**config.mk**
```make
export PLATFORM = sky130hd
export DESIGN_NAME = gpio_ports
export DESIGN_NICKNAME = d
export VERILOG_FILES = /design/src/gpio23_pkg.sv /design/src/gpio_bank_if.sv /design/src/gpio_bank.sv /design/src/pin_tap.sv /design/src/gpio_ports.sv
export SDC_FILE = /design/constraint.sdc
export NUM_CORES = 1
export LEC_CHECK = 0
export ABC_AREA = 1
export CORE_AREA = 4 4 113 115
export CTS_CLUSTER_SIZE = 28
export DETAILED_ROUTE_END_ITERATION = 16
export DIE_AREA = 0 0 117 119
export DONT_BUFFER_PORTS = 1
export PLACE_DENSITY_LB_ADDON = 0.2
export SYNTH_ARGS = -nofsm -noshare
export SYNTH_HDL_FRONTEND = slang
export SYNTH_HIERARCHICAL = 1
export SYNTH_SLANG_ARGS = --single-unit
```
**constraint.sdc**
```tcl
create_clock -name CORE_CLK_I -period 2.4 [get_ports CORE_CLK_I]
set_input_delay 0.12 -clock CORE_CLK_I [delete_from_list [all_inputs] [get_ports CORE_CLK_I]]
set_output_delay 0.12 -clock CORE_CLK_I [all_outputs]
set_load 0.05 [all_outputs]
```
**src/gpio23_pkg.sv**
```systemverilog
// register map, reset values and helpers shared by the two-port gpio block
`default_nettype none
package gpio23_pkg;

   // register indices as printed; the byte address is four times the index
   localparam logic [31:0] IDX_P8_DATA = 32'hFFFFF004;
   localparam logic [31:0] IDX_P6_DATA = 32'hFFFFF006;
   localparam logic [31:0] IDX_P8_DIR = 32'hFFFFF024;
   localparam logic [31:0] IDX_P6_DIR = 32'hFFFFF026;
   localparam logic [31:0] IDX_P8_PU = 32'hFFFFF084;
   localparam logic [31:0] IDX_P6_PU = 32'hFFFFF086;

   // address bits decoded; the top one selects the single-bit window
   localparam int ADDR_W = 13;
   localparam int BIT_WIN_POS = 12;

   // reset values
   localparam logic [7:0] RST_P8_DATA = 8'h00;
   localparam logic [7:0] RST_P8_DIR = 8'hFF;
   localparam logic [7:0] RST_P8_PU = 8'h00;
   localparam logic [7:0] RST_P6_DATA = 8'h00;
   localparam logic [7:0] RST_P6_DIR = 8'h3F;
   localparam logic [7:0] RST_P6_PU = 8'h00;

   // pin counts of the two ports
   localparam int P8_W = 8;
   localparam int P6_W = 6;

   // single-bit command: bits 2..0 pick the bit, bit 3 is its new value
   localparam int BCMD_VAL_POS = 3;

   // positions in the register hit vector
   localparam int H_D8 = 0;
   localparam int H_D6 = 1;
   localparam int H_M8 = 2;
   localparam int H_M6 = 3;
   localparam int H_U8 = 4;
   localparam int H_U6 = 5;
   localparam int H_N = 6;

   // bus response code
   localparam logic HRESP_OKAY = 1'b0;

   // bus slave phases
   typedef enum logic [3:0] {
      ST_IDLE = 4'h1,
      ST_WRITE = 4'h2,
      ST_READ = 4'h4,
      ST_RDONE = 4'h8
   } bus_state_t;

   // word address bits [11:2] of a register given its index
   function automatic logic hits(input logic [9:0] waddr,
                                 input logic [31:0] idx);
      return waddr == idx[9:0];
   endfunction

   // byte write or single-bit write of one register
   function automatic logic [7:0] apply_write(input logic [7:0] old,
                                              input logic [7:0] wbyte,
                                              input logic bit_mode);
      logic [7:0] res;
      res = wbyte;
      if (bit_mode)
      begin
         res = old;
         res[wbyte[2:0]] = wbyte[BCMD_VAL_POS];
      end
      return res;
   endfunction

   // pin level for inputs, output latch for outputs
   function automatic logic [7:0] read_view(input logic [7:0] latch,
                                            input logic [7:0] dir,
                                            input logic [7:0] pin);
      return (dir & pin) | (~dir & latch);
   endfunction

endpackage
`default_nettype wire

```
**src/gpio_bank_if.sv**
```systemverilog
// write command and register state of one gpio bank
`timescale 1ns/1ps
`default_nettype none
interface gpio_bank_if #(parameter int WIDTH = 8);
   logic wr_data;
   logic wr_dir;
   logic wr_pu;
   logic bit_mode;
   logic [7:0] wbyte;
   logic [WIDTH-1:0] latch;
   logic [WIDTH-1:0] dir;
   logic [WIDTH-1:0] pu;
   modport ctrl (output wr_data, wr_dir, wr_pu, bit_mode, wbyte,
                 input latch, dir, pu);
   modport bank (input wr_data, wr_dir, wr_pu, bit_mode, wbyte,
                 output latch, dir, pu);
endinterface
`default_nettype wire

```
**src/gpio_bank.sv**
```systemverilog
// data latch, direction and pull-up registers of one port
`timescale 1ns/1ps
`default_nettype none
module gpio_bank #(
   parameter int WIDTH = 8,
   parameter logic [7:0] DATA_RST = 8'h00,
   parameter logic [7:0] DIR_RST = 8'hFF,
   parameter logic [7:0] PU_RST = 8'h00
) (
   // clock and reset
   input wire logic clk_i,
   input wire logic rst_i,
   // register access
   gpio_bank_if.bank bus
);
   logic [7:0] latch8;
   logic [7:0] dir8;
   logic [7:0] pu8;
   logic [7:0] latch_next;
   logic [7:0] dir_next;
   logic [7:0] pu_next;

   // widen to a byte so one write helper serves both ports
   assign latch8 = 8'(bus.latch);
   assign dir8 = 8'(bus.dir);
   assign pu8 = 8'(bus.pu);

   // next byte of each register; only the low WIDTH bits get stored
   assign latch_next = gpio23_pkg::apply_write(latch8, bus.wbyte,
                                               bus.bit_mode);
   assign dir_next = gpio23_pkg::apply_write(dir8, bus.wbyte,
                                             bus.bit_mode);
   assign pu_next = gpio23_pkg::apply_write(pu8, bus.wbyte,
                                            bus.bit_mode);

   // output latch; bits above WIDTH are simply not stored
   always_ff @(posedge clk_i or posedge rst_i)
   begin
      if (rst_i)
         bus.latch <= DATA_RST[WIDTH-1:0];
      else if (bus.wr_data)
         bus.latch <= latch_next[WIDTH-1:0];
   end

   // direction, one bit per pin, 1 means input
   always_ff @(posedge clk_i or posedge rst_i)
   begin
      if (rst_i)
         bus.dir <= DIR_RST[WIDTH-1:0];
      else if (bus.wr_dir)
         bus.dir <= dir_next[WIDTH-1:0];
   end

   // pull-up enables
   always_ff @(posedge clk_i or posedge rst_i)
   begin
      if (rst_i)
         bus.pu <= PU_RST[WIDTH-1:0];
      else if (bus.wr_pu)
         bus.pu <= pu_next[WIDTH-1:0];
   end
endmodule // gpio_bank
`default_nettype wire

```
**src/pin_tap.sv**
```systemverilog
// registered copy of pin levels handed to the timer inputs
`timescale 1ns/1ps
`default_nettype none
module pin_tap #(
   parameter int WIDTH = 8
) (
   // clock and reset
   input wire logic clk_i,
   input wire logic rst_i,
   // pins in, timer taps out
   input wire logic [WIDTH-1:0] pin_i,
   output logic [WIDTH-1:0] tap_o
);
   // one flop keeps timer inputs glitch free on the core clock
   always_ff @(posedge clk_i or posedge rst_i)
   begin
      if (rst_i)
         tap_o <= '0;
      else
         tap_o <= pin_i;
   end
endmodule // pin_tap
`default_nettype wire

```
**src/gpio_ports.sv**
```systemverilog
// two gpio ports with an ahb-lite register slave
`timescale 1ns/1ps
`default_nettype none

module gpio_ports (
   // clock and reset
   input wire logic CORE_CLK_I,
   input wire logic RST_I,
   // ahb-lite slave
   input wire logic HSEL_I,
   input wire logic [31:0] HADDR_I,
   input wire logic [1:0] HTRANS_I,
   input wire logic HWRITE_I,
   input wire logic [2:0] HSIZE_I,
   input wire logic [31:0] HWDATA_I,
   input wire logic HREADY_I,
   output logic HREADYOUT_O,
   output logic HRESP_O,
   output logic [31:0] HRDATA_O,
   // eight-bit port pins
   input wire logic [7:0] PORT8_PIN_I,
   output logic [7:0] PORT8_PIN_O,
   output logic [7:0] PORT8_OE_N_O,
   output logic [7:0] PORT8_PULLUP_O,
   // six-bit port pins
   input wire logic [5:0] PORT6_PIN_I,
   output logic [5:0] PORT6_PIN_O,
   output logic [5:0] PORT6_OE_N_O,
   output logic [5:0] PORT6_PULLUP_O,
   // timer input taps of the eight-bit port
   output logic [5:0] TIMER_G_CAPTURE_IN_O,
   output logic EIGHT_BIT_TIMER_A_IO_O,
   output logic EIGHT_BIT_TIMER_B_IO_O,
   // timer input taps of the six-bit port
   output logic [1:0] TIMER_C_CAPTURE_OR_OUTPUT_O,
   output logic [1:0] TIMER_C_CAPTURE_ONLY_O
);
   gpio23_pkg::bus_state_t state_reg;
   gpio23_pkg::bus_state_t state_next;
   logic accept;
   logic [gpio23_pkg::ADDR_W-1:0] addr_reg;
   logic [gpio23_pkg::H_N-1:0] hit;
   logic bit_mode;
   logic wr_phase;
   logic [7:0] rd_byte;
   logic [31:0] hrdata_reg;
   logic [7:0] view8;
   logic [7:0] view6;
   logic [7:0] tap8;
   logic [5:0] tap6;

   gpio_bank_if #(.WIDTH(gpio23_pkg::P8_W)) p8_if ();
   gpio_bank_if #(.WIDTH(gpio23_pkg::P6_W)) p6_if ();

   // address phase is taken only while the bus is ready
   assign accept = HSEL_I && HTRANS_I[1] && HREADY_I;

   // capture the decoded part of the address for the data phase
   always_ff @(posedge CORE_CLK_I or posedge RST_I)
   begin
      if (RST_I)
         addr_reg <= '0;
      else if (accept)
         addr_reg <= HADDR_I[gpio23_pkg::ADDR_W-1:0];
   end

   // phase sequencer: writes finish at once, reads take one wait state
   always_comb
   begin
      state_next = state_reg;
      case (state_reg)
         gpio23_pkg::ST_IDLE,
         gpio23_pkg::ST_WRITE,
         gpio23_pkg::ST_RDONE:
         begin
            if (accept && HWRITE_I)
               state_next = gpio23_pkg::ST_WRITE;
            else if (accept)
               state_next = gpio23_pkg::ST_READ;
            else
               state_next = gpio23_pkg::ST_IDLE;
         end
         gpio23_pkg::ST_READ:
            state_next = gpio23_pkg::ST_RDONE;
         default:
            state_next = gpio23_pkg::ST_IDLE;
      endcase
   end

   // phase register
   always_ff @(posedge CORE_CLK_I or posedge RST_I)
   begin
      if (RST_I)
         state_reg <= gpio23_pkg::ST_IDLE;
      else
         state_reg <= state_next;
   end

   // register decode; unmapped words read zero and drop writes
   always_comb
   begin
      hit = '0;
      hit[gpio23_pkg::H_D8] = gpio23_pkg::hits(addr_reg[11:2],
                                               gpio23_pkg::IDX_P8_DATA);
      hit[gpio23_pkg::H_D6] = gpio23_pkg::hits(addr_reg[11:2],
                                               gpio23_pkg::IDX_P6_DATA);
      hit[gpio23_pkg::H_M8] = gpio23_pkg::hits(addr_reg[11:2],
                                               gpio23_pkg::IDX_P8_DIR);
      hit[gpio23_pkg::H_M6] = gpio23_pkg::hits(addr_reg[11:2],
                                               gpio23_pkg::IDX_P6_DIR);
      hit[gpio23_pkg::H_U8] = gpio23_pkg::hits(addr_reg[11:2],
                                               gpio23_pkg::IDX_P8_PU);
      hit[gpio23_pkg::H_U6] = gpio23_pkg::hits(addr_reg[11:2],
                                               gpio23_pkg::IDX_P6_PU);
   end

   // the upper address window turns a write into a single-bit update
   assign bit_mode = addr_reg[gpio23_pkg::BIT_WIN_POS];
   assign wr_phase = state_reg == gpio23_pkg::ST_WRITE;

   // write strobes into the eight-bit bank
   assign p8_if.wr_data = wr_phase && hit[gpio23_pkg::H_D8];
   assign p8_if.wr_dir = wr_phase && hit[gpio23_pkg::H_M8];
   assign p8_if.wr_pu = wr_phase && hit[gpio23_pkg::H_U8];
   assign p8_if.bit_mode = bit_mode;
   assign p8_if.wbyte = HWDATA_I[7:0];

   // write strobes into the six-bit bank
   assign p6_if.wr_data = wr_phase && hit[gpio23_pkg::H_D6];
   assign p6_if.wr_dir = wr_phase && hit[gpio23_pkg::H_M6];
   assign p6_if.wr_pu = wr_phase && hit[gpio23_pkg::H_U6];
   assign p6_if.bit_mode = bit_mode;
   assign p6_if.wbyte = HWDATA_I[7:0];

   // eight-bit port registers
   gpio_bank #(
      .WIDTH(gpio23_pkg::P8_W),
      .DATA_RST(gpio23_pkg::RST_P8_DATA),
      .DIR_RST(gpio23_pkg::RST_P8_DIR),
      .PU_RST(gpio23_pkg::RST_P8_PU)
   ) u_bank8 (
      .clk_i(CORE_CLK_I),
      .rst_i(RST_I),
      .bus(p8_if.bank)
   );

   // six-bit port registers
   gpio_bank #(
      .WIDTH(gpio23_pkg::P6_W),
      .DATA_RST(gpio23_pkg::RST_P6_DATA),
      .DIR_RST(gpio23_pkg::RST_P6_DIR),
      .PU_RST(gpio23_pkg::RST_P6_PU)
   ) u_bank6 (
      .clk_i(CORE_CLK_I),
      .rst_i(RST_I),
      .bus(p6_if.bank)
   );

   // pins: a direction bit of 0 turns the output buffer on
   assign PORT8_PIN_O = p8_if.latch;
   assign PORT8_OE_N_O = p8_if.dir;
   assign PORT8_PULLUP_O = p8_if.pu;
   assign PORT6_PIN_O = p6_if.latch;
   assign PORT6_OE_N_O = p6_if.dir;
   assign PORT6_PULLUP_O = p6_if.pu;

   // data read view per pin
   assign view8 = gpio23_pkg::read_view(p8_if.latch, p8_if.dir,
                                        PORT8_PIN_I);
   assign view6 = gpio23_pkg::read_view(8'(p6_if.latch), 8'(p6_if.dir),
                                        8'(PORT6_PIN_I));

   // read mux; six-bit registers pad their top two bits with zero
   always_comb
   begin
      rd_byte = 8'h00;
      if (hit[gpio23_pkg::H_D8])
         rd_byte = view8;
      if (hit[gpio23_pkg::H_D6])
         rd_byte = view6;
      if (hit[gpio23_pkg::H_M8])
         rd_byte = p8_if.dir;
      if (hit[gpio23_pkg::H_M6])
         rd_byte = 8'(p6_if.dir);
      if (hit[gpio23_pkg::H_U8])
         rd_byte = p8_if.pu;
      if (hit[gpio23_pkg::H_U6])
         rd_byte = 8'(p6_if.pu);
   end

   // read data is registered, which costs the one wait state
   always_ff @(posedge CORE_CLK_I or posedge RST_I)
   begin
      if (RST_I)
         hrdata_reg <= 32'h00000000;
      else if (state_reg == gpio23_pkg::ST_READ)
         hrdata_reg <= {24'h000000, rd_byte};
   end

   // bus answers; only the read data phase stalls
   assign HRDATA_O = hrdata_reg;
   assign HREADYOUT_O = state_reg != gpio23_pkg::ST_READ;
   assign HRESP_O = gpio23_pkg::HRESP_OKAY;

   // pin levels toward the timers; alternate outputs stay outside
   pin_tap #(.WIDTH(gpio23_pkg::P8_W)) u_tap8 (
      .clk_i(CORE_CLK_I),
      .rst_i(RST_I),
      .pin_i(PORT8_PIN_I),
      .tap_o(tap8)
   );
   pin_tap #(.WIDTH(gpio23_pkg::P6_W)) u_tap6 (
      .clk_i(CORE_CLK_I),
      .rst_i(RST_I),
      .pin_i(PORT6_PIN_I),
      .tap_o(tap6)
   );

   // eight-bit port sharing
   assign TIMER_G_CAPTURE_IN_O = tap8[5:0];
   assign EIGHT_BIT_TIMER_A_IO_O = tap8[6];
   assign EIGHT_BIT_TIMER_B_IO_O = tap8[7];

   // six-bit pin 0 carries the clock output chosen outside this block
   assign TIMER_C_CAPTURE_OR_OUTPUT_O = {tap6[3], tap6[1]};
   assign TIMER_C_CAPTURE_ONLY_O = {tap6[4], tap6[2]};

   // helper flags: has software written the register since reset
   logic dir8_written;
   logic data8_written;
   logic dir6_written;
   always_ff @(posedge CORE_CLK_I or posedge RST_I)
   begin
      if (RST_I)
      begin
         dir8_written <= 1'b0;
         data8_written <= 1'b0;
         dir6_written <= 1'b0;
      end
      else
      begin
         dir8_written <= dir8_written | p8_if.wr_dir;
         data8_written <= data8_written | p8_if.wr_data;
         dir6_written <= dir6_written | p6_if.wr_dir;
      end
   end
endmodule // gpio_ports
`default_nettype wire

```
### Word-level counts from Yosys, hierarchy flattened

Cells that the tools add are included.

| storage, ports and cells | value |
|---|---|
| flip-flop bits (word level) | 80 |
| bits of input ports | 88 |
| output and inout bits | 88 |
| word-level logic and storage cells | 66 |

| operators by class | value |
|---|---|
| $lt $le $gt $ge | 2 |
| eq/ne operators | 11 |
| multiplexer cells | 23 |
| bitwise operators | 8 |
| reductions and logical operators | 11 |

Operators by type and width:

| operator | number |
|---|---|
| 8-bit two-way mux | 9 |
| 8-bit bitwise mux | 6 |
| 10-bit by 3-bit == test with 1-bit output, second input constant | 2 |
| 10-bit by 6-bit == test with 1-bit output, second input constant | 2 |
| 10-bit by 8-bit == test with 1-bit output, second input constant | 2 |
| 6-bit two-way mux | 3 |
| 8-bit AND | 2 |
| 1-bit logical AND | 10 |
| 8-bit by 6-bit AND with 8-bit output | 1 |
| 6-bit inverter with 8-bit output | 1 |
| 8-bit inverter | 1 |
| 6-bit by 8-bit OR with 8-bit output | 1 |
| 8-bit OR | 1 |
| 4-bit one-hot mux with 2 select lines | 1 |
| 6-bit AND | 1 |
| 3-bit two-way mux | 2 |
| 4-bit by 1-bit == test with 1-bit output, second input constant | 1 |
| 4-bit by 2-bit == test with 1-bit output, second input constant | 1 |
| 4-bit by 3-bit == test with 1-bit output, second input constant | 1 |
| 4-bit == test, second input constant | 1 |
| 3-bit by 4-bit < comparator with 1-bit output, second input constant | 1 |
| 4-bit by 3-bit != test with 1-bit output, second input constant | 1 |
| 1-bit demux with 3-bit select | 1 |
| 3-bit by 1-bit >= comparator with 1-bit output, second input constant | 1 |
| 2 further kinds | 2 |

### Logic depth before layout (Yosys ltp)

Gate-level depths: netlist (run 1).

| logic depth | value |
|---|---|
| word-level depth | 9 |
| mapped depth | 11 |
| mapped depth without buffers | 11 |

### Modules after synthesis

The synthesis (run 1) kept the hierarchy.

Modules (own cells, without submodules):

| module | instances | cells an instance | area each (sq um) | seq. area each (sq um) |
|---|---|---|---|---|
| gpio_ports | 1 | 282 | 1904.3 | 576.8 |
| gpio_bank (u_bank8) | 1 | 189 | 1292.5 | 610.6 |
| gpio_bank (u_bank6) | 1 | 141 | 1044.8 | 457.9 |
| pin_tap (u_tap8) | 1 | 9 | 203.9 | 200.2 |
| pin_tap (u_tap6) | 1 | 7 | 153.9 | 150.1 |

### Worst setup path before layout (run 1)

No wires, ideal clock.

| path | value |
|---|---|
| kind | flip-flop to flip-flop |
| start | reg state_reg[1] |
| end | reg hrdata_reg[1], in the netlist HRDATA_O[1] |
| library setup time | 0.120 ns |
| arrival | 1.503 ns |
| data required time | 2.280 ns |
| setup slack | 0.777 ns |
| stages on the path, launching flop included | 8 |
| buffers on the path | 1 |
| period minus slack after synthesis | 1.623 ns |
| cell sequence | dfrtp_1 > inv_2 > nand2_1 > nor3_1 > buf_4 > clkinv_1 > nand2_1 > nand2_1 |

| on the way | value |
|---|---|
| longest elaborated chain between the ends | 1 |

Ends and longest elaborated chain:

| item | line | RTL |
|---|---|---|
| start, declared | gpio_ports.sv:38 | `gpio23_pkg::bus_state_t state_reg;` |
| start signal, assigned | gpio_ports.sv:94 | `state_reg <= gpio23_pkg::ST_IDLE;` |
| start signal, assigned | gpio_ports.sv:96 | `state_reg <= state_next;` |
| 4-bit by 3-bit == test with 1-bit output | gpio_ports.sv:196 | `else if (state_reg == gpio23_pkg::ST_READ)` |
| end signal, assigned | gpio_ports.sv:197 | `hrdata_reg <= {24'h000000, rd_byte};` |
| end, declared | gpio_ports.sv:46 | `logic [31:0] hrdata_reg;` |

No other way between the ends.
A chain may end at the register's enable or synchronous reset.

### Worst setup path in the final report (run 1)

| path | value |
|---|---|
| start | reg state_reg[1] |
| end | out HREADYOUT_O |

| on the way | value |
|---|---|
| longest elaborated chain between the ends | 1 |

Ends and longest elaborated chain:

| item | line | RTL |
|---|---|---|
| 4-bit by 3-bit != test with 1-bit output | gpio_ports.sv:202 | `assign HREADYOUT_O = state_reg != gpio23_pkg::ST_READ;` |
| end, declared | gpio_ports.sv:17 | `output logic HREADYOUT_O,` |

No other way between the ends.

==> results of run 1 <==
[report_power, final]
part	internal, W	switching [W]	leakage (nW)
combinational	0.000142	0.000381	1.57
sequential	0.00137	0.000227	0.936
clock	0.000864	0.000502	0.144
total	0.00238	0.00111	2.65
[worst reg2reg max path, delay by kind of cell, from the launching register on]
| kind | cells | cell delay, ns |
|---|---|---|
| AOI/OAI and AO/OA | 1 | 0.14 |
| buffers and inverters | 3 | 0.47 |
| DFF | 1 | 0.44 |
| and+or+nand+nor | 6 | 0.73 |
[worst paths after layout]
path,depth (start not counted),slack (ns),to
max reg2reg,10,0.56,u_bank8/bus.dir[2]$_DFFE_PP1P_
max,5,0.27,HREADYOUT_O
min,4,0.03,u_bank8/bus.dir[4]$_DFFE_PP1P_
max in group asynchronous,2,1.25,u_bank8/bus.pu[4]$_DFFE_PP0P_
min in group asynchronous,2,0.29,u_tap6/tap_o[1]$_DFF_PP0_
min reg2reg,2,0.59,addr_reg[5]$_DFFE_PP0P_
[stage by stage]
stage | worst slack [ns] | cell area (µm²) | std cells | power (W)
after global routing | 0.0314 | 5210 | 815 | 0.00367
final | 0.266 | 5210 | 815 | 0.00349
after global placement | 0.617 | 4650 | 773 | 0.00210
after CTS | 0.252 | 5210 | 815 | 0.00353
after detailed placement | 0.578 | 4650 | 773 | 0.00211
after floorplan | 0.778 | 4640 | 650 | 0.00205
[final cells by class]
class | instances | area, µm²
fill | 1241 | 6610
multi-input combinational | 464 | 2140
timing repair buffer | 40 | 365
clock buffer | 15 | 268
sequential | 77 | 1950
clock inverter | 1 | 30.0
inverter | 71 | 270
tap | 147 | 184
[layer usage]
metal	routed length, µm	share of wire (%)	vias to the layer above
li1	-	-	1964
met1	5470	42	1825
met2	6090	47	151
met3	1050	8.1	28
met4	395	3.0	0
met5	0	0	-
[cells in the final DEF (no fill, tap or decap), types with 15 or more instances in the layout]
cell type	instances
conb_1	25
dfstp_2	15
nand2_1	270
nor2_1	25
dlygate4sd3_1	26
dfrtp_1	62
a21oi_1	25
nand3_1	38
inv_1	58
==> flow_metrics.env, run 1 <==
export IMPL_drc=0
export IMPL_cts_num_sinks=77
export IMPL_worstSetupEndpointType="output pin"
export IMPL_whs_ns=0.0251
export IMPL_grt_overflow=0
export IMPL_max_cap_violations=0
export IMPL_timing_setup_tns_ns=0
export IMPL_max_freq_mhz=469
export IMPL_cp_num_buf_inv=3
export IMPL_die_area_um2=13900
export IMPL_p_per_area_nw_per_um2=670
export IMPL_grt_pass1_vias=3944
export IMPL_syn2layout_area_growth_pct=14.4
export IMPL_cts_tree="built"
export IMPL_hold_buffers=26
export IMPL_firstDrtPassIters=6
export IMPL_finalCriticalPeriod_ns=2.13
export IMPL_portBuffers=0
export IMPL_hp_start="HWDATA_I[4]"
export IMPL_die_h_um=119
export IMPL_viasPerCell=4.87
export IMPL_dr_total_vias=3968
export IMPL_cts_root_buffer="clkbuf_16"
export IMPL_n_antenna_cell=0
export IMPL_finalSetupViolations=0
export IMPL_wl_per_cell_um=16.0
export IMPL_largest_register_ffs=11
export IMPL_routed_wl_um=13000
export IMPL_numCtsBuffers=9
export IMPL_gp_congestion=0.881
export IMPL_critPathMaxFanout=8
export IMPL_fin_nets=751
export IMPL_grt_use_total_pct=19.4
export IMPL_grt_use_met2_pct=30.5
export IMPL_grtUsageMet3_pct=6.20
export IMPL_leakage_nw=2.65
export IMPL_crit_chain="inv_2 > nand2_1 > nor3_1 > clkinv_1 > buf_4"
export IMPL_clock_path_buffers=2
export IMPL_drive_gt1_share_pct=14.5
export IMPL_finalHoldViolCount=0
export IMPL_hold_path_class="in -> reg"
export IMPL_drt_iter0_drc=263
export IMPL_start_util_pct=38.5
export IMPL_cp_required_ns=2.28
export IMPL_grt_pass1_wl_um=20700
export IMPL_cp_arrival_ns=2.01
export IMPL_htree_levels=3
export IMPL_post_dp_hpwl_um=10200
export IMPL_grt_max_degree=25
export IMPL_die_w_um=117
export IMPL_startpoint="state_reg[1]$_DFF_PP0_"
export IMPL_rr_startpoint="addr_reg[9]$_DFFE_PP0P_"
export IMPL_core_area_um2=11800
export IMPL_synth_cells=626
export IMPL_irDropWorstVdd_mv=0.288
export IMPL_use_met1_pct=24.4
export IMPL_cp_slowest_stage_delay_ns=0.48
export IMPL_yosys_warnings=6
export IMPL_io_pins=176
export IMPL_avgSynthCellArea_um2=7.27
export IMPL_slew_viol_final=0
export IMPL_relSlewSlack_pct=37.1
export IMPL_finClkSkew_ns=0.00467
export IMPL_clkSlewWorstSetupHoldPaths_ns=0.06
export IMPL_post_cts_buffers=0
export IMPL_post_route_util_pct=44.1
export IMPL_status="complete, no violations"
export IMPL_row_count=40
export IMPL_path_class="reg -> out"
export IMPL_start_kind="flop"
export IMPL_cts_repair_resized=0
export IMPL_clkLatencyLatePin_ns=0.34
export IMPL_crit_family="buffers and inverters"
export IMPL_rsz0062_at_grt="no"
export IMPL_tightest_slew_ns=0.942
export IMPL_synth_area_um2=4550
export IMPL_detail_route_antenna_nets=0
export IMPL_cp_slowest_cell="nor3_1"
export IMPL_grt_busiest_layer="met2"
export IMPL_fin_crit_sh_pct=88.9
export IMPL_antenna_found_initial=0
Power figures use the tool's default switching activity.
==> inputs of run 2 (changes only) <==
--- a/config.mk
+++ b/config.mk
@@ -7,6 +7,7 @@
 export LEC_CHECK = 0
 export ABC_AREA = 1
 export CORE_AREA = 4 4 113 115
+export CTS_CLUSTER_DIAMETER = 150
 export CTS_CLUSTER_SIZE = 28
 export DETAILED_ROUTE_END_ITERATION = 16
 export DIE_AREA = 0 0 117 119
==> constraint.sdc (replaced) <==
create_clock -name CORE_CLK_I -period 2.4 [get_ports CORE_CLK_I]
set_input_delay 0.12 -clock CORE_CLK_I [delete_from_list [all_inputs] [get_ports CORE_CLK_I]]
set_output_delay 0.12 -clock CORE_CLK_I [all_outputs]
set_load 0.1 [all_outputs]
==> flow_metrics.env, run 2 (synthesis gave the netlist of run 1 again) <==
export IMPL_final_area_um2=5600
export IMPL_post_route_util_pct=47.4
export IMPL_grt_pass1_wl_um=21200
export IMPL_slew_viol_final=0
export IMPL_cts_repair_resized=0
export IMPL_clkSlewWorstSetupHoldPaths_ns=0.06
export IMPL_p_sw_w=0.00139
export IMPL_row_count=40
export IMPL_detail_route_antenna_nets=0
export IMPL_p_int_w=0.00258
export IMPL_irDropWorstVdd_mv=0.313
export IMPL_timing_setup_tns_ns=0
export IMPL_htree_levels=3
export IMPL_syn2layout_area_growth_pct=23.1
export IMPL_grt_max_degree=25
export IMPL_dr_total_vias=4109
export IMPL_post_cts_buffers=0
export IMPL_final_common_cell="nand2_1"
export IMPL_routed_wl_um=13500
export IMPL_core_area_um2=11800
export IMPL_cts_root_buffer="clkbuf_16"
export IMPL_gp_congestion=0.844
export IMPL_n_antenna_cell=0
export IMPL_dp_slack_ns=0.624
export IMPL_post_dp_hpwl_um=10300
export IMPL_largest_register_ffs=11
export IMPL_die_w_um=117
export IMPL_drive_gt1_share_pct=20.6
export IMPL_fillers=1217
export IMPL_ff2ff_path_depth=10
export IMPL_grt_overflow=0
export IMPL_finClkSkew_ns=0.00530
export IMPL_cp_required_ns=2.68
export IMPL_antenna_found_initial=0
export IMPL_p_seq_share_pct=38.0
export IMPL_viasPerCell=4.77
export IMPL_portBuffers=0
export IMPL_power_frac_comb_pct=23.0
export IMPL_firstDrtPassIters=5
export IMPL_switching_share_pct=35.1
export IMPL_wl_per_cell_um=15.7
export IMPL_cts_num_sinks=77
export IMPL_die_h_um=119
export IMPL_max_freq_mhz=547
export IMPL_tightest_slew_ns=1.01
export IMPL_numCtsBuffers=9
export IMPL_cts_tree="built"
export IMPL_final_cell_mix="270 x nand2_1, 62 x dfrtp_1, 60 x buf_4"
export IMPL_rsz0062_at_grt="no"
export IMPL_p_clk_share_pct=39.0
export IMPL_grt_pass1_vias=4012
export IMPL_hold_buffers=26
export IMPL_die_area_um2=13900
export IMPL_path_class="reg -> reg"
export IMPL_critPathMaxFanout=10
export IMPL_finalCriticalPeriod_ns=1.83
export IMPL_rrSetupSlack_ns=0.57
export IMPL_finalSetupViolations=0
export IMPL_relSlewSlack_pct=32.6
export IMPL_postPlaceCellArea_um2=4990
export IMPL_hold_path_class="in -> reg"
export IMPL_grt_use_total_pct=19.9
export IMPL_max_cap_violations=0
export IMPL_cp_arrival_ns=2.11
export IMPL_io_pins=176
export IMPL_finalHoldViolCount=0
export IMPL_leakage_nw=2.92
export IMPL_multi_input_area_um2=2140
export IMPL_clkLatencyLatePin_ns=0.34
export IMPL_status="complete, no violations"
export IMPL_drc=0
export IMPL_p_per_area_nw_per_um2=709
export IMPL_clock_path_buffers=2
export IMPL_fin_nets=797
export IMPL_fin_crit_sh_pct=76.2
export IMPL_worstSetupEndpointType="flop"
export IMPL_start_util_pct=38.5
export IMPL_hold_depth=4
export IMPL_fin_ws_ns=0.572
export IMPL_drt_iter0_drc=266
export IMPL_start_kind="flop"
export IMPL_regArea_um2=1950
[run 2: cell count changes in the layout (fill, tap and decap cells not counted)]
cell       delta
clkinv_2      +1
bufinv_16     +1
clkbuf_1      -4
buf_4        +46
clkbuf_8      +2
[run 2: final cells by class]
class	instances	share of cell area, %
multi-input combinational	464	38.3
tap	147	3.28
clock buffer	13	5.01
inverter	71	4.83
timing repair buffer	86	12.7
sequential	77	34.7
clock inverter	3	1.16
[run 2: final timing paths]
kind	from	end
setup / recovery	addr_reg[9]$_DFFE_PP0P_	u_bank8/bus.dir[2]$_DFFE_PP1P_
hold / removal	HWDATA_I[5]	u_bank6/bus.dir[5]$_DFFE_PP1P_
setup reg to reg	addr_reg[9]$_DFFE_PP0P_	u_bank8/bus.dir[2]$_DFFE_PP1P_
hold reg to reg	u_bank8/bus.dir[1]$_DFFE_PP1P_	u_bank8/bus.dir[1]$_DFFE_PP1P_
max in group asynchronous	RST_I	u_bank8/bus.latch[6]$_DFFE_PP0P_
min in group asynchronous	RST_I	u_tap6/tap_o[3]$_DFF_PP0_
[run 2: critical path: stages (launching register included)]
cell     delay (ns)
dfrtp_1        0.44
nor2_4         0.17
nand3_2        0.12
inv_2          0.16
nand3_4        0.15
nor2_1         0.12
buf_4          0.20
inv_1          0.10
a21oi_1        0.15
nand2_1        0.08
nand2_1        0.06
[run 2: power groups by stage]
stage	clock network (W)	logic [W]	registers, W
2_1_floorplan	0	0.000533	0.00176
3_3_place_gp	0	0.000866	0.00153
3_5_place_dp	0	0.000876	0.00153
4_1_cts	0.00158	0.000915	0.00151
5_1_grt	0.00163	0.000979	0.00152
6_report	0.00155	0.000914	0.00151
[run 2: stage by stage]
stage          hold WS [ns]  instances  power, W
6_report             0.0176        861   0.00397
5_1_grt              0.0382        861   0.00413
4_1_cts             0.00597        861   0.00401
3_5_place_dp        -0.0332        819   0.00241
3_3_place_gp        -0.0386        819   0.00239
2_1_floorplan        -0.114        650   0.00229
[run 2: metal layers]
layer | part of all wire (%) | up-vias | track usage (%)
met4 | 2.0 | 0 | 7.46
met2 | 47 | 138 | 31.5
met1 | 43 | 1899 | 25.5
met5 | 0 | - | 0
li1 | - | 2056 | -
met3 | 7.7 | 16 | 5.79
==> inputs of run 3 (changes only) <==
==> constraint.sdc (replaced) <==
create_clock -name CORE_CLK_I -period 1.64 [get_ports CORE_CLK_I]
set_input_delay 0.082 -clock CORE_CLK_I [delete_from_list [all_inputs] [get_ports CORE_CLK_I]]
set_output_delay 0.082 -clock CORE_CLK_I [all_outputs]
set_load 0.1 [all_outputs]
==> flow_metrics.env, run 3 (synthesis gave the netlist of run 1 again) <==
export IMPL_clkLatencyLatePin_ns=0.34
export IMPL_fin_cells=915
export IMPL_fin_crit_sh_pct=102
export IMPL_io_pins=176
export IMPL_irDropWorstVdd_mv=0.427
export IMPL_cts_num_sinks=77
export IMPL_numCtsBuffers=9
export IMPL_rsz0062_at_grt="yes"
export IMPL_finalCriticalPeriod_ns=1.68
export IMPL_cp_slowest_cell="dfrtp_2"
export IMPL_fin_nets=851
export IMPL_hp_start="HWDATA_I[2]"
export IMPL_max_cap_violations=0
export IMPL_drt_iter0_drc=279
export IMPL_cp_required_ns=1.92
export IMPL_use_met1_pct=26.7
export IMPL_grtUsageMet3_pct=5.34
export IMPL_regArea_um2=1970
export IMPL_path_class="reg -> reg"
export IMPL_violations="setup timing"
export IMPL_crit_chain="nor2_8 > buf_12 > nand3_4 > nor2_2 > o21ai_1 > nand2_1 > inv_1 > o21ai_1 > nand2_1 > nand2_1"
export IMPL_n_antenna_cell=0
export IMPL_die_w_um=117
export IMPL_viasPerCell=4.88
export IMPL_cts_root_buffer="clkbuf_16"
export IMPL_dr_total_vias=4466
export IMPL_routed_wl_um=14400
export IMPL_startpoint="addr_reg[11]$_DFFE_PP0P_"
export IMPL_clock_path_buffers=2
export IMPL_p_clk_share_pct=34.3
export IMPL_timing_rr_end="HRDATA_O[7]$_DFFE_PP0N_"
export IMPL_grt_pass1_wl_um=22100
export IMPL_gp_congestion=0.891
export IMPL_firstDrtPassIters=5
export IMPL_status="finished, violations left"
export IMPL_power_frac_comb_pct=29.3
export IMPL_cp_slowest_stage_delay_ns=0.44
export IMPL_max_freq_mhz=595
export IMPL_rrSetupSlack_ns=-0.04
export IMPL_crit_top_cell="nand2_1"
export IMPL_start_util_pct=38.5
export IMPL_tightest_slew_ns=0.771
export IMPL_final_cell_mix="258 x nand2_1, 94 x buf_4, 59 x dfrtp_1"
export IMPL_rr_startpoint="addr_reg[11]$_DFFE_PP0P_"
export IMPL_detail_route_antenna_nets=0
export IMPL_finalSetupViolations=2
export IMPL_fillers=1121
export IMPL_leakage_nw=3.22
export IMPL_grt_use_met2_pct=33.4
export IMPL_p_int_w=0.00364
export IMPL_start_kind="flop"
export IMPL_post_route_util_pct=53.2
export IMPL_grt_pass1_vias=4210
export IMPL_critPathMaxFanout=6
export IMPL_switching_share_pct=37.0
export IMPL_grt_max_degree=25
export IMPL_core_area_um2=11800
export IMPL_slew_viol_final=0
export IMPL_clkSlewWorstSetupHoldPaths_ns=0.06
export IMPL_finalHoldViolCount=0
export IMPL_cp_arrival_ns=1.96
export IMPL_portBuffers=0
export IMPL_antenna_found_initial=0
export IMPL_die_h_um=119
export IMPL_p_seq_share_pct=36.4
export IMPL_cts_tree="built"
export IMPL_final_common_cell="nand2_1"
export IMPL_relSlewSlack_pct=48.5
export IMPL_dp_cells=849
export IMPL_die_area_um2=13900
export IMPL_htree_levels=3
export IMPL_grt_overflow=0
export IMPL_row_count=40
export IMPL_grt_busiest_layer="met2"
export IMPL_hold_depth=4
export IMPL_ff2ff_path_depth=10
export IMPL_multi_input_area_um2=2350
export IMPL_fin_ws_ns=-0.0405
export IMPL_worstSetupEndpointType="flop"
export IMPL_p_per_area_nw_per_um2=921
export IMPL_p_sw_w=0.00214
export IMPL_timing_setup_tns_ns=-0.0606
export IMPL_post_dp_hpwl_um=10600
export IMPL_syn2layout_area_growth_pct=38.1
export IMPL_grt_use_total_pct=20.6
export IMPL_finClkSkew_ns=0.00660
export IMPL_wl_per_cell_um=15.7
export IMPL_drive_gt1_share_pct=31.0
export IMPL_hold_path_class="in -> reg"
export IMPL_largest_register_ffs=11
export IMPL_hold_end="u_bank6/bus.dir[2]$_DFFE_PP1P_"
export IMPL_drc=0
==> run 3: changes by cell type in the layout (fill, tap and decap cells not counted), sizes merged <==
cell	previous run	this run
clkbuf	13	12
clkinv	5	4
clkinvlp	0	1
buf	60	108
inv	67	69
bufinv	2	1
dlygate4sd3	26	32
==> run 3: through the flow <==
step	total power [W]	cell area, µm²	hold WS (ns)	worst slack, ns
after floorplan	0.00336	4660	-0.152	-0.0193
after global placement	0.00360	5250	-0.144	-0.00327
after detailed placement	0.00361	5250	-0.125	-0.0295
after CTS	0.00570	5930	0.000180	-0.00162
after global routing	0.00602	6280	0.0275	-0.0922
final	0.00578	6280	0.00800	-0.0405
==> run 3: final cells by class <==
class / count / share of cell area, %
Multi-Input combinational cell: 464 / 37.4
Clock buffer: 12 / 3.92
Clock inverter: 4 / 0.757
Timing Repair Buffer: 140 / 19.1
Tap cell: 147 / 2.93
Inverter: 71 / 4.52
Sequential cell: 77 / 31.3
==> run 3: worst max-delay path: cells and delay by family (launching register included) <==
family          cells  cell delay, ns
simple gates        6            0.67
flops               1            0.44
compound gates      2            0.34
buf+inv             2            0.18
==> run 3: per-layer routing <==
| layer | part of all wire (%) | vias to the layer above |
|---|---|---|
| li1 | - | 2169 |
| met5 | 0 | - |
| met4 | 2.0 | 0 |
| met3 | 7.8 | 20 |
| met1 | 42 | 2106 |
| met2 | 49 | 171 |
==> run 3: worst max path at each step <==
stage	slack, ns	endpoint	cells after the start
floorplan	-0.02	HRDATA_O[1]$_DFFE_PP0N_	8
global placement	-0.003	u_bank6/bus.dir[0]$_DFFE_PP1P_	8
detailed placement	-0.03	u_bank6/bus.latch[1]$_DFFE_PP0P_	8
CTS	-0.002	u_bank6/bus.dir[1]$_DFFE_PP1P_	8
global route	-0.09	u_bank6/bus.latch[0]$_DFFE_PP0P_	9
finish	-0.04	HRDATA_O[7]$_DFFE_PP0N_	10
==> run 3: repair_timing <==
action	in CTS	in global routing
setup endpoints to repair	17	46
pin swaps	1	15
hold endpoints to repair	110	0
gates cloned	0	1
buffers inserted	3	14
hold buffers	32	0
resized for setup	9	70
==> run 3: power groups by stage <==
stage | registers (W) | clock network [W] | logic (W)
after floorplan | 0.00258 | 0 | 0.000780
after CTS | 0.00210 | 0.00203 | 0.00157
after detailed placement | 0.00213 | 0 | 0.00148
final | 0.00211 | 0.00198 | 0.00169
after global placement | 0.00213 | 0 | 0.00147
after global routing | 0.00212 | 0.00211 | 0.00179
